===== src/hw/fts_pkg.sv =====
// constants and types of the fault and thermal supervisor
package fts_pkg;
  localparam int          CORE_CLK_HZ     = 50_000_000;
  localparam int          NUM_CH          = 8;
  localparam int          WD_TIMEOUT_US   = 1000;
  localparam int          WD_TIMEOUT_CYC  = (CORE_CLK_HZ / 1_000_000) * WD_TIMEOUT_US;
  localparam int          REFRESH_US      = 100;
  localparam int          REFRESH_CYC     = (CORE_CLK_HZ / 1_000_000) * REFRESH_US;
  localparam logic [31:0] VERSION_ID      = 32'h0000_0001;
  localparam logic [3:0]  ADDR_CTRL       = 4'h0;
  localparam logic [3:0]  ADDR_STATUS     = 4'h4;
  localparam logic [3:0]  ADDR_CHSTAT     = 4'h8;
  localparam logic [3:0]  ADDR_VERSION    = 4'hC;
  localparam int          CTRL_SCM_BIT    = 0;
  localparam int          CTRL_OUTEN_BIT  = 1;
  localparam logic [1:0]  CTRL_RESET      = 2'h2;
  localparam int          ST_FAULT_BIT    = 0;
  localparam int          ST_COMM_BIT     = 1;
  localparam int          ST_CASE_BIT     = 2;
  localparam int          ST_WD_BIT       = 3;
  localparam int          ST_SUSP_BIT     = 4;
  localparam logic [1:0]  AXI_OKAY        = 2'h0;
  localparam logic [1:0]  AXI_SLVERR      = 2'h2;
  typedef enum logic [2:0] {
    FTS_CASE_RUN  = 3'h1,
    FTS_CASE_OFF  = 3'h2,
    FTS_CASE_WAIT = 3'h4
  } fts_case_e;
endpackage


===== src/hw/fts_top.sv =====
// fault reporting and thermal protection supervisor, single file
`timescale 1ns/1ps
// Operation
// - fault line open-drain, pull low only
// - fault on junction overheat or case shutdown
// - fault on corrupted cross-barrier transfer
// - corruption holds outputs, refresh corruption clears
// - thermal status refreshed each transfer
// - latch high, sync low suspends transfers in sync mode or while output enable is set
// - channel thermal protection always active
// - junction shutdown/restart cycling per channel
// - case shutdown restarts when all cooled
// - latch high sync low loads, stops refresh while output enable is set
// - watchdog timeout disables outputs until next valid update or refresh
module fts_top
  import fts_pkg::*;
#(
  parameter int WD_CYC  = WD_TIMEOUT_CYC,
  parameter int REF_CYC = REFRESH_CYC
) (
  input  wire logic              CORE_CLK,
  input  wire logic              NRST,
  input  wire logic [NUM_CH-1:0] IN_DATA,
  input  wire logic              LOAD_N,
  input  wire logic              SYNC_N,
  input  wire logic [NUM_CH-1:0] JUNC_OVER_SHUTDOWN,
  input  wire logic [NUM_CH-1:0] JUNC_BELOW_RESTART,
  input  wire logic              CASE_OVER_SHUTDOWN,
  input  wire logic              CASE_BELOW_RESET,
  input  wire logic              XFER_CORRUPT,
  output logic [NUM_CH-1:0]      CH_OUT,
  output logic                   FAULT_N_O,
  output logic                   FAULT_N_OE,
  input  wire logic [3:0]        S_AXI_AWADDR,
  input  wire logic              S_AXI_AWVALID,
  output logic                   S_AXI_AWREADY,
  input  wire logic [31:0]       S_AXI_WDATA,
  input  wire logic [3:0]        S_AXI_WSTRB,
  input  wire logic              S_AXI_WVALID,
  output logic                   S_AXI_WREADY,
  output logic [1:0]             S_AXI_BRESP,
  output logic                   S_AXI_BVALID,
  input  wire logic              S_AXI_BREADY,
  input  wire logic [3:0]        S_AXI_ARADDR,
  input  wire logic              S_AXI_ARVALID,
  output logic                   S_AXI_ARREADY,
  output logic [31:0]            S_AXI_RDATA,
  output logic [1:0]             S_AXI_RRESP,
  output logic                   S_AXI_RVALID,
  input  wire logic              S_AXI_RREADY
);
  initial begin
    if (WD_CYC < 2 || REF_CYC < 2 || REF_CYC >= WD_CYC) begin
      $error("fts_top: bad timing parameters");
    end
  end

  logic [1:0]        ctrl_ff;
  logic              aw_got_ff;
  logic              w_got_ff;
  logic [3:0]        aw_addr_ff;
  logic [31:0]       w_data_ff;
  logic [3:0]        w_strb_ff;
  logic [NUM_CH-1:0] in_buf_ff;
  logic [NUM_CH-1:0] tx_buf_ff;
  logic [NUM_CH-1:0] cmd_ff;
  logic [NUM_CH-1:0] junc_off_ff;
  logic [NUM_CH-1:0] case_mask_ff;
  fts_case_e         case_st_ff;
  logic [NUM_CH-1:0] therm_seen_ff;
  logic              case_seen_ff;
  logic              comm_err_ff;
  logic [31:0]       ref_cnt_ff;
  logic [31:0]       wd_cnt_ff;
  logic              wd_exp_ff;
  logic              outen_d_ff;

  logic synchronous_update_mode;
  logic outen;
  logic suspend;
  logic load_tx;
  logic refresh;
  logic xfer;
  logic upd_xfer;
  logic good;
  logic fault;
  logic wr_do;
  logic load_seen_ff;

  assign synchronous_update_mode     = ctrl_ff[CTRL_SCM_BIT];
  assign outen   = ctrl_ff[CTRL_OUTEN_BIT];
  assign load_tx = LOAD_N && !SYNC_N && outen;
  assign suspend = synchronous_update_mode && LOAD_N && !SYNC_N;
  assign refresh = (ref_cnt_ff == 32'(REF_CYC - 1)) && !load_tx;
  assign upd_xfer = (synchronous_update_mode ? (!outen_d_ff && 1'b0) : 1'b0)
                  | ((!LOAD_N && !SYNC_N) && !synchronous_update_mode);
  assign xfer    = !suspend && (refresh || upd_xfer || (synchronous_update_mode && SYNC_N && load_seen_ff));
  assign good    = xfer && !XFER_CORRUPT;

  // a load in sync mode arms the transfer that follows the sync release
  always_ff @(posedge CORE_CLK or negedge NRST) begin
    if (!NRST) begin
      load_seen_ff <= 1'b0;
    end else if (load_tx) begin
      load_seen_ff <= 1'b1;
    end else if (xfer) begin
      load_seen_ff <= 1'b0;
    end
  end

  // input and transmission buffers
  always_ff @(posedge CORE_CLK or negedge NRST) begin
    if (!NRST) begin
      in_buf_ff <= '0;
      tx_buf_ff <= '0;
    end else begin
      if (!LOAD_N) begin
        in_buf_ff <= IN_DATA;
      end
      if (load_tx) begin
        tx_buf_ff <= in_buf_ff;
      end
    end
  end

  // periodic refresh counter, stopped while loading
  always_ff @(posedge CORE_CLK or negedge NRST) begin
    if (!NRST) begin
      ref_cnt_ff <= '0;
    end else if (load_tx) begin
      ref_cnt_ff <= ref_cnt_ff;
    end else if (ref_cnt_ff == 32'(REF_CYC - 1)) begin
      ref_cnt_ff <= '0;
    end else begin
      ref_cnt_ff <= ref_cnt_ff + 32'd1;
    end
  end

  // process-side command: corrupted data holds, corrupted refresh clears
  always_ff @(posedge CORE_CLK or negedge NRST) begin
    if (!NRST) begin
      cmd_ff      <= '0;
      comm_err_ff <= 1'b0;
      outen_d_ff  <= 1'b0;
    end else begin
      outen_d_ff <= outen;
      if (!outen) begin
        cmd_ff <= '0;
      end else if (xfer && XFER_CORRUPT && refresh) begin
        cmd_ff <= '0;
      end else if (good && upd_xfer) begin
        cmd_ff <= IN_DATA;
      end else if (good && !refresh) begin
        cmd_ff <= tx_buf_ff;
      end
      if (xfer) begin
        comm_err_ff <= XFER_CORRUPT;
      end
    end
  end

  // watchdog on valid updates and refreshes
  always_ff @(posedge CORE_CLK or negedge NRST) begin
    if (!NRST) begin
      wd_cnt_ff <= '0;
      wd_exp_ff <= 1'b0;
    end else if (good) begin
      wd_cnt_ff <= '0;
      wd_exp_ff <= 1'b0;
    end else if (wd_cnt_ff == 32'(WD_CYC - 1)) begin
      wd_exp_ff <= 1'b1;
    end else begin
      wd_cnt_ff <= wd_cnt_ff + 32'd1;
    end
  end

  // per-channel junction protection, runs regardless of link state
  always_ff @(posedge CORE_CLK or negedge NRST) begin
    if (!NRST) begin
      junc_off_ff <= '0;
    end else begin
      junc_off_ff <= (junc_off_ff | JUNC_OVER_SHUTDOWN) & ~JUNC_BELOW_RESTART;
    end
  end

  // case shutdown of faulted channels
  always_ff @(posedge CORE_CLK or negedge NRST) begin
    if (!NRST) begin
      case_st_ff   <= FTS_CASE_RUN;
      case_mask_ff <= '0;
    end else begin
      unique case (case_st_ff)
        FTS_CASE_RUN: begin
          if (CASE_OVER_SHUTDOWN && |junc_off_ff) begin
            case_mask_ff <= junc_off_ff;
            case_st_ff   <= FTS_CASE_OFF;
          end
        end
        FTS_CASE_OFF: begin
          case_mask_ff <= case_mask_ff | junc_off_ff;
          if (!CASE_OVER_SHUTDOWN) begin
            case_st_ff <= FTS_CASE_WAIT;
          end
        end
        FTS_CASE_WAIT: begin
          if (CASE_OVER_SHUTDOWN) begin
            case_st_ff <= FTS_CASE_OFF;
          end else if (CASE_BELOW_RESET && &(JUNC_BELOW_RESTART | ~case_mask_ff)) begin
            case_mask_ff <= '0;
            case_st_ff   <= FTS_CASE_RUN;
          end
        end
        default: begin
          case_st_ff <= FTS_CASE_RUN;
        end
      endcase
    end
  end

  // thermal status seen by logic side, refreshed per transfer
  always_ff @(posedge CORE_CLK or negedge NRST) begin
    if (!NRST) begin
      therm_seen_ff <= '0;
      case_seen_ff  <= 1'b0;
    end else if (xfer) begin
      therm_seen_ff <= JUNC_OVER_SHUTDOWN | junc_off_ff;
      case_seen_ff  <= (case_st_ff != FTS_CASE_RUN);
    end
  end

  assign fault = |therm_seen_ff || case_seen_ff || comm_err_ff;

  always_ff @(posedge CORE_CLK or negedge NRST) begin
    if (!NRST) begin
      CH_OUT     <= '0;
      FAULT_N_OE <= 1'b0;
    end else begin
      CH_OUT     <= cmd_ff & ~junc_off_ff & ~case_mask_ff & {NUM_CH{!wd_exp_ff && outen}};
      FAULT_N_OE <= fault;
    end
  end
  assign FAULT_N_O = 1'b0;

  // axi4-lite slave, single outstanding access each way
  assign S_AXI_AWREADY = !aw_got_ff && !S_AXI_BVALID;
  assign S_AXI_WREADY  = !w_got_ff && !S_AXI_BVALID;
  assign S_AXI_ARREADY = !S_AXI_RVALID;
  assign wr_do         = aw_got_ff && w_got_ff && !S_AXI_BVALID;

  always_ff @(posedge CORE_CLK or negedge NRST) begin
    if (!NRST) begin
      aw_got_ff    <= 1'b0;
      w_got_ff     <= 1'b0;
      aw_addr_ff   <= '0;
      w_data_ff    <= '0;
      w_strb_ff    <= '0;
      S_AXI_BVALID <= 1'b0;
      S_AXI_BRESP  <= AXI_OKAY;
      ctrl_ff      <= CTRL_RESET;
    end else begin
      if (S_AXI_AWVALID && S_AXI_AWREADY) begin
        aw_got_ff  <= 1'b1;
        aw_addr_ff <= S_AXI_AWADDR;
      end
      if (S_AXI_WVALID && S_AXI_WREADY) begin
        w_got_ff  <= 1'b1;
        w_data_ff <= S_AXI_WDATA;
        w_strb_ff <= S_AXI_WSTRB;
      end
      if (wr_do) begin
        aw_got_ff    <= 1'b0;
        w_got_ff     <= 1'b0;
        S_AXI_BVALID <= 1'b1;
        if (aw_addr_ff == ADDR_CTRL) begin
          S_AXI_BRESP <= AXI_OKAY;
          if (w_strb_ff[0]) begin
            ctrl_ff <= w_data_ff[1:0];
          end
        end else if (aw_addr_ff == ADDR_STATUS || aw_addr_ff == ADDR_CHSTAT
                     || aw_addr_ff == ADDR_VERSION) begin
          S_AXI_BRESP <= AXI_OKAY;
        end else begin
          S_AXI_BRESP <= AXI_SLVERR;
        end
      end else if (S_AXI_BVALID && S_AXI_BREADY) begin
        S_AXI_BVALID <= 1'b0;
      end
    end
  end

  always_ff @(posedge CORE_CLK or negedge NRST) begin
    if (!NRST) begin
      S_AXI_RVALID <= 1'b0;
      S_AXI_RDATA  <= '0;
      S_AXI_RRESP  <= AXI_OKAY;
    end else if (S_AXI_ARVALID && S_AXI_ARREADY) begin
      S_AXI_RVALID <= 1'b1;
      S_AXI_RRESP  <= AXI_OKAY;
      unique case (S_AXI_ARADDR)
        ADDR_CTRL:    S_AXI_RDATA <= {30'h0000_0000, ctrl_ff};
        ADDR_STATUS:  S_AXI_RDATA <= {27'h000_0000, suspend, wd_exp_ff,
                                      case_seen_ff, comm_err_ff, fault};
        ADDR_CHSTAT:  S_AXI_RDATA <= {16'h0000, therm_seen_ff, CH_OUT};
        ADDR_VERSION: S_AXI_RDATA <= VERSION_ID;
        default: begin
          S_AXI_RDATA <= '0;
          S_AXI_RRESP <= AXI_SLVERR;
        end
      endcase
    end else if (S_AXI_RREADY) begin
      S_AXI_RVALID <= 1'b0;
    end
  end
endmodule


===== config.mk =====
export PLATFORM = sky130hd
export DESIGN_NAME = fts_top
export DESIGN_NICKNAME = d
export VERILOG_FILES = /design/src/hw/fts_pkg.sv /design/src/hw/fts_top.sv
export SDC_FILE = /design/constraint.sdc
export NUM_CORES = 1
export LEC_CHECK = 0
export ABC_AREA = 0
export ABC_CLOCK_PERIOD_IN_PS = 3200
export BUFFER_PORTS_ARGS = -buffer_cell sky130_fd_sc_hd__buf_2
export CORE_MARGIN = 1.5
export CORE_UTILIZATION = 35
export DETAILED_ROUTE_END_ITERATION = 7
export REMOVE_ABC_BUFFERS = 1
export SLEW_MARGIN = 20
export SYNTH_ARGS = -nofsm -noshare
export SYNTH_HDL_FRONTEND = slang
export SYNTH_SLANG_ARGS = --single-unit

===== constraint.sdc =====
create_clock -name CORE_CLK -period 3.2 [get_ports CORE_CLK]
set_clock_uncertainty 0.15 [all_clocks]
set_input_delay 0.16 -clock CORE_CLK [delete_from_list [all_inputs] [get_ports CORE_CLK]]
set_output_delay 0.16 -clock CORE_CLK [all_outputs]
set_load 0.02 [all_outputs]

---- Word-level counts from Yosys, hierarchy flattened ----
Cells that the tools add are included.
word-level totals
  ROM bits ................................ 0
  memories kept ........................... 0
  bits in writable memories ............... 0
  flip-flop bits (word level) ............. 177
  latch bits .............................. 0
operators by class
  muxes and demuxes ....................... 32
  bitwise logic cells ..................... 10
  add/sub/neg operators ................... 2
  div/mod/pow operators ................... 0
  equal/unequal tests ..................... 19
  reduce and logical (&&, ||, !) cells .... 60
  multiply operators ...................... 0
  $lt $le $gt $ge ......................... 0
  shift-type cells ........................ 0
operators with widths
  kind                                              count
  2-to-1 mux 32 bit                                 3
  adder 32 x 1 -> 32 bit (second input constant)    2
  one-hot mux 16 bit (4 select lines)               1
  2-to-1 mux 8 bit                                  7
  AND 8 bit                                         4
  == test 32 x 13 -> 1 bit (second input constant)  1
  == test 32 x 16 -> 1 bit (second input constant)  1
  logical AND 1 bit                                 26
  NOT 8 bit                                         3
  OR 8 bit                                          3
  one-hot mux 8 bit (3 select lines)                1
  == test 4 bit (second input constant)             4
  OR reduction 8 bit                                2
  logical NOT 1 bit                                 12
  2-to-1 mux 1 bit                                  12
  2-to-1 mux 3 bit                                  4
  nonzero test 2 bit                                6
  != test 2 bit (second input constant)             5
  one-hot mux 3 bit (3 select lines)                1
  == test 4 x 3 -> 1 bit (second input constant)    2
  logical NOT 4 bit                                 2
  AND reduction 8 bit                               1
  logical OR 1 bit                                  6
  2-to-1 mux 2 bit                                  3
  10 further kinds                                  11

---- Depth between registers and ports, before layout ----
  depth after elaboration ................. 14
  depth in mapped cells ................... 7
  depth with buffers taken out ............ 6

---- Worst setup path before layout ----
Ideal clock, no wire load.
  path kind ............................... reg2reg
  start point ............................. register ref_cnt_ff[0]
  end point ............................... register wd_cnt_ff[10]
  buffers on the path ..................... 1
  stages on the path, launching flop included .. 8
  path slack .............................. 1,156 ps
  data arrival time ....................... 1,775 ps
  required time ........................... 2,931 ps
  setup time .............................. 119 ps
  cell sequence ........................... dfrtp_1 -> ha_1 -> nor4bb_1 -> nand4_1 -> or3_1 -> a21oi_2 -> buf_4 -> nor2_1
on the way
  cells in the longest elaborated chain, start to end .. 7
  elaborated cells on any way between the ends .. 8
  classes of those cells .................. eq/ne: 2; mux: 1; reduce/logical: 5
RTL lines
  what                                                          RTL line        source
  from (decl)                                                   fts_top.sv:73   logic [31:0] ref_cnt_ff;
  from (signal assigned)                                        fts_top.sv:131  ref_cnt_ff <= ref_cnt_ff;
  from (signal assigned)                                        fts_top.sv:135  ref_cnt_ff <= ref_cnt_ff + 32'd1;
  == test 32 x 13 -> 1 bit *                                    fts_top.sv:94   assign refresh = (ref_cnt_ff == 32'(REF_CYC - 1)) && !load_tx;
  logical AND 1 bit *                                           fts_top.sv:94
  logical OR 1 bit * (2 in a row)                               fts_top.sv:97   assign xfer = !suspend && (refresh || upd_xfer || (synchronous_update_mode && SYNC_N && load_seen_ff));
  logical AND 1 bit *                                           fts_top.sv:97
  logical AND 1 bit *                                           fts_top.sv:98   assign good = xfer && !XFER_CORRUPT;
  != test 2 bit (no line) or 2-to-1 mux 32 bit (tied branches)  -
  to (signal assigned)                                          fts_top.sv:173  wd_cnt_ff <= wd_cnt_ff + 32'd1;
  to (decl)                                                     fts_top.sv:74   logic [31:0] wd_cnt_ff;
Every way passes the cells marked *; elsewhere a longest branch is shown, timed or not.
A chain may end at the register's enable or synchronous reset.

---- Worst setup path after layout ----
  start point ............................. register ref_cnt_ff[0]
  end point ............................... register wd_cnt_ff[8]
The elaborated chain is that of the path after synthesis.

==> flow_summary_export.csv <==
group,metric,value,unit
setup_path,crit_arrival,2.58,ns
run_status,status,"finished clean",
sta,hold_viol,0,
pwr,finalPower,5.86,mW
place,gp_congestion,0.785,
sta,timing.fmax,0.409,GHz
place,dpl.hpwl,10900,um
sta,fin_setup_tns,0,ns
yosys,synth_largest_area_cell,"dfrtp_1",
cells_and_area,num_antenna_cells,0,
floorplan,num_io_pins,131,
pwr,ir_worst_vdd,0.000441,V
grt,antenna_found_initial,0,
cts,cts-root-buf,"clkbuf_16",
cells_and_area,final_cells,1066,
floorplan,die-width,146,um
floorplan,row_count,51,
pwr,p_leak,4.10,nW
route,vias,5281,
sta,finalMaxSlewViolations,0,
min_path,hold_path_class,"in2reg",
cts,insertion_delay,0.42,ns
yosys,muxShareOfSynthArea,5.52,%
yosys,synth.distinct_cells,54,
sta,tightest_slew,0.920,ns
yosys,synth.most_common_cell,"dfrtp_1",
sta,fin_crit_sh,76.3,%
setup_path,crit_path_cell_trace,"ha_1 -> nor4bb_1 -> nand4_1 -> or3_1 -> a21oi_2 -> buf_4 -> nor2_1",
cts,clk_pin_slew,0.06,ns
grt,grt_max_degree,76,
route,drt-initial-drc-count,296,
yosys,synth_top_area_share,55.2,%
yosys,yosysWarnings,0,
cts,ctsResizeCount,0,
sta,rsz0062_at_grt,"false",
yosys,synth.avg_cell_area,11.0,um^2
route,routed_wl,15900,um
yosys,synth-xor-area-share,7.26,%
cts,postCtsHoldBufs,49,
cells_and_area,fin_nets,870,
pwr,power_density,662,nW/um^2
yosys,synth-seq-cells,159,
route,wl_per_cell,14.9,um
setup_path,startpoint_type,"flop",
cts,cts_buffers,17,
cts,postCtsSetupBuffers,0,
floorplan,die_area,21200,um^2
route,drtPass1Iterations,4,
yosys,synth-simple-area-share,19.3,%
setup_path,worst_setup_path_end_kind,"flop",
setup_path,cp_slowest_cell,"or3_1",
yosys,netlist_instances,648,
sta,max_slew_margin,38.2,%
sta,finalSetupViolations,0,
yosys,synth_compound_area_share,7.51,%
route,ant_nets,0,
route,post-route-drc-count,0,
yosys,netlist_area,7120,um^2
yosys,synth-edff-count,0,
cts,cts_tree,"done",
cells_and_area,layout-drive-gt1-share,18.4,%
yosys,synthArstFlopShare,100,%
floorplan,die-height,146,um
route,viasPerCell,4.95,
floorplan,coreArea,19700,um^2
setup_path,crit_type,"reg2reg",
grt,grt_pass1_wl,26900,um
grt,track_usage,15.9,%
cts,cts_buffer_depth,2,
cts,cts_sinks,159,
yosys,synth-main-ff-cell,"dfrtp_1",
sta,min_period,2.44,ns
yosys,yosys-top-cells-area,"dfrtp_1, nor2_1, xnor2_1, xor2_1, nand2_1",
yosys,synth_top_family_by_area,"simple AND/OR/NAND/NOR gates",
yosys,synthAdderAreaFrac,0.352,%
run,maxCapViolCount,0,
yosys,yosysSeqAreaShare,55.9,%
cells_and_area,final_util,44.9,%
cts,htree_num_levels,4,
grt,overflow,0,
floorplan,start_util,36.1,%
setup_path,crit_path_max_fanout,33,
setup_path,cp.required,3.34,ns
place,dpl.cell_count,985,
grt,grt_pass1_vias,5241,
cells_and_area,synthToLayoutAreaGrowth,24.5,%
setup_path,cp_slowest_stage_delay,0.46,ns
yosys,synthTopCellsByCount,"dfrtp_1, nor2_1, nand2_1, xnor2_1, xor2_1",
place,io_buffers,78,
==> metal layers <==
metal	part of all wire (%)	vias up	track usage [%]
met5	0	-	0
met4	0.56	0	4.39
met3	3.9	6	3.76
met2	48	95	25.5
met1	47	2640	21.4
li1	-	2540	-
==> stage by stage <==
step / worst slack [ns] / instance area (um^2) / hold WS [ns]
after floorplan: 0.674 / 6970 / -0.286
after global placement: 0.749 / 7790 / 0.0895
after detailed placement: 0.742 / 7790 / 0.0959
after CTS: 0.742 / 8860 / 0.0120
after global routing: 0.491 / 8860 / 0.0175
final: 0.757 / 8860 / 0.0179
==> cell usage in the layout, fill, tap and decap left out, types with 4 or more instances in the layout <==
cell           netlist  routed
dfrtp_1            157     157
buf_2                2      77
nor2_1              72      72
nand2_1             57      57
dlygate4sd3_1        0      49
xnor2_1             30      30
xor2_1              29      29
nand4_1             26      26
nand3_1             25      25
inv_1               20      20
a22o_1              20      20
mux2i_1             19      19
conb_1               1      19
mux2_2              18      18
clkbuf_16            0      17
o21ai_0             14      14
nor4_1              14      13
and3_1              11      11
nor4b_1             10      10
buf_4               22       9
o2bb2ai_1            8       8
nand2b_1             7       7
a21oi_1              7       7
nor3_1               7       7
nor4_2               5       6
nor2b_1              5       5
and4_1               4       4
nand3b_1             4       4
and2_1               4       4
or3_1                4       4
clkbuf_1             9       4
clkinv_4             0       4
==> critical path, delay by kind of cell, from the launching register on <==
kind	cells	cell delay, ns
and+or+nand+nor	4	1.10
adders and majority gates	1	0.22
buffers and inverters	1	0.34
AOI/OAI and AO/OA	1	0.13
DFF	1	0.39
==> final timing paths <==
kind,to,startpoint,slack [ns],cells after the start
setup / recovery,wd_cnt_ff[8]$_DFFE_PN0P_,ref_cnt_ff[0]$_DFFE_PN0N_,0.76,7
hold / removal,S_AXI_RDATA[1]$_DFFE_PN0P_,S_AXI_ARADDR[0],0.02,3
setup reg to reg,wd_cnt_ff[8]$_DFFE_PN0P_,ref_cnt_ff[0]$_DFFE_PN0N_,0.76,7
hold reg to reg,tx_buf_ff[2]$_DFFE_PN0P_,in_buf_ff[2]$_DFFE_PN0N_,0.31,2
max in group asynchronous,wd_cnt_ff[6]$_DFFE_PN0P_,NRST,1.91,3
min in group asynchronous,aw_addr_ff[0]$_DFFE_PN0P_,NRST,0.18,2
==> where the power goes <==
part / internal, mW / total [mW] / switching (mW)
clock: 1.16 / 1.99 / 0.834
sequential: 2.39 / 2.74 / 0.352
combinational: 0.526 / 1.12 / 0.596
==> flip-flops by register name, summed over array words and instances, names as in the netlist, 2 cells and up <==
name,cells
CH_OUT,8
S_AXI_RDATA,16
aw_addr_ff,4
case_mask_ff,8
case_st_ff,3
cmd_ff,8
ctrl_ff,2
in_buf_ff,8
junc_off_ff,8
ref_cnt_ff,32
therm_seen_ff,8
tx_buf_ff,8
w_data_ff,2
wd_cnt_ff,32
==> final cells by class <==
type                       count  area (um^2)
sequential                   159         3980
inverter                      20         75.1
fill                        1835        10900
clock buffer                  21          440
multi-input combinational    453         2920
clock inverter                11          134
tap                          265          332
timing repair buffer         137          975
==> logic make-up (layout without fill, tap and decap cells) <==
family          after synthesis  count (layout)
compound gates               72              72
xor+xnor                     59              59
fa+ha+maj                     2               2
buf+inv                      54             189
flops                       159             159
mux                          37              37
other cells                   1              19
simple gates                264             264
Power figures use the tool's default switching activity.
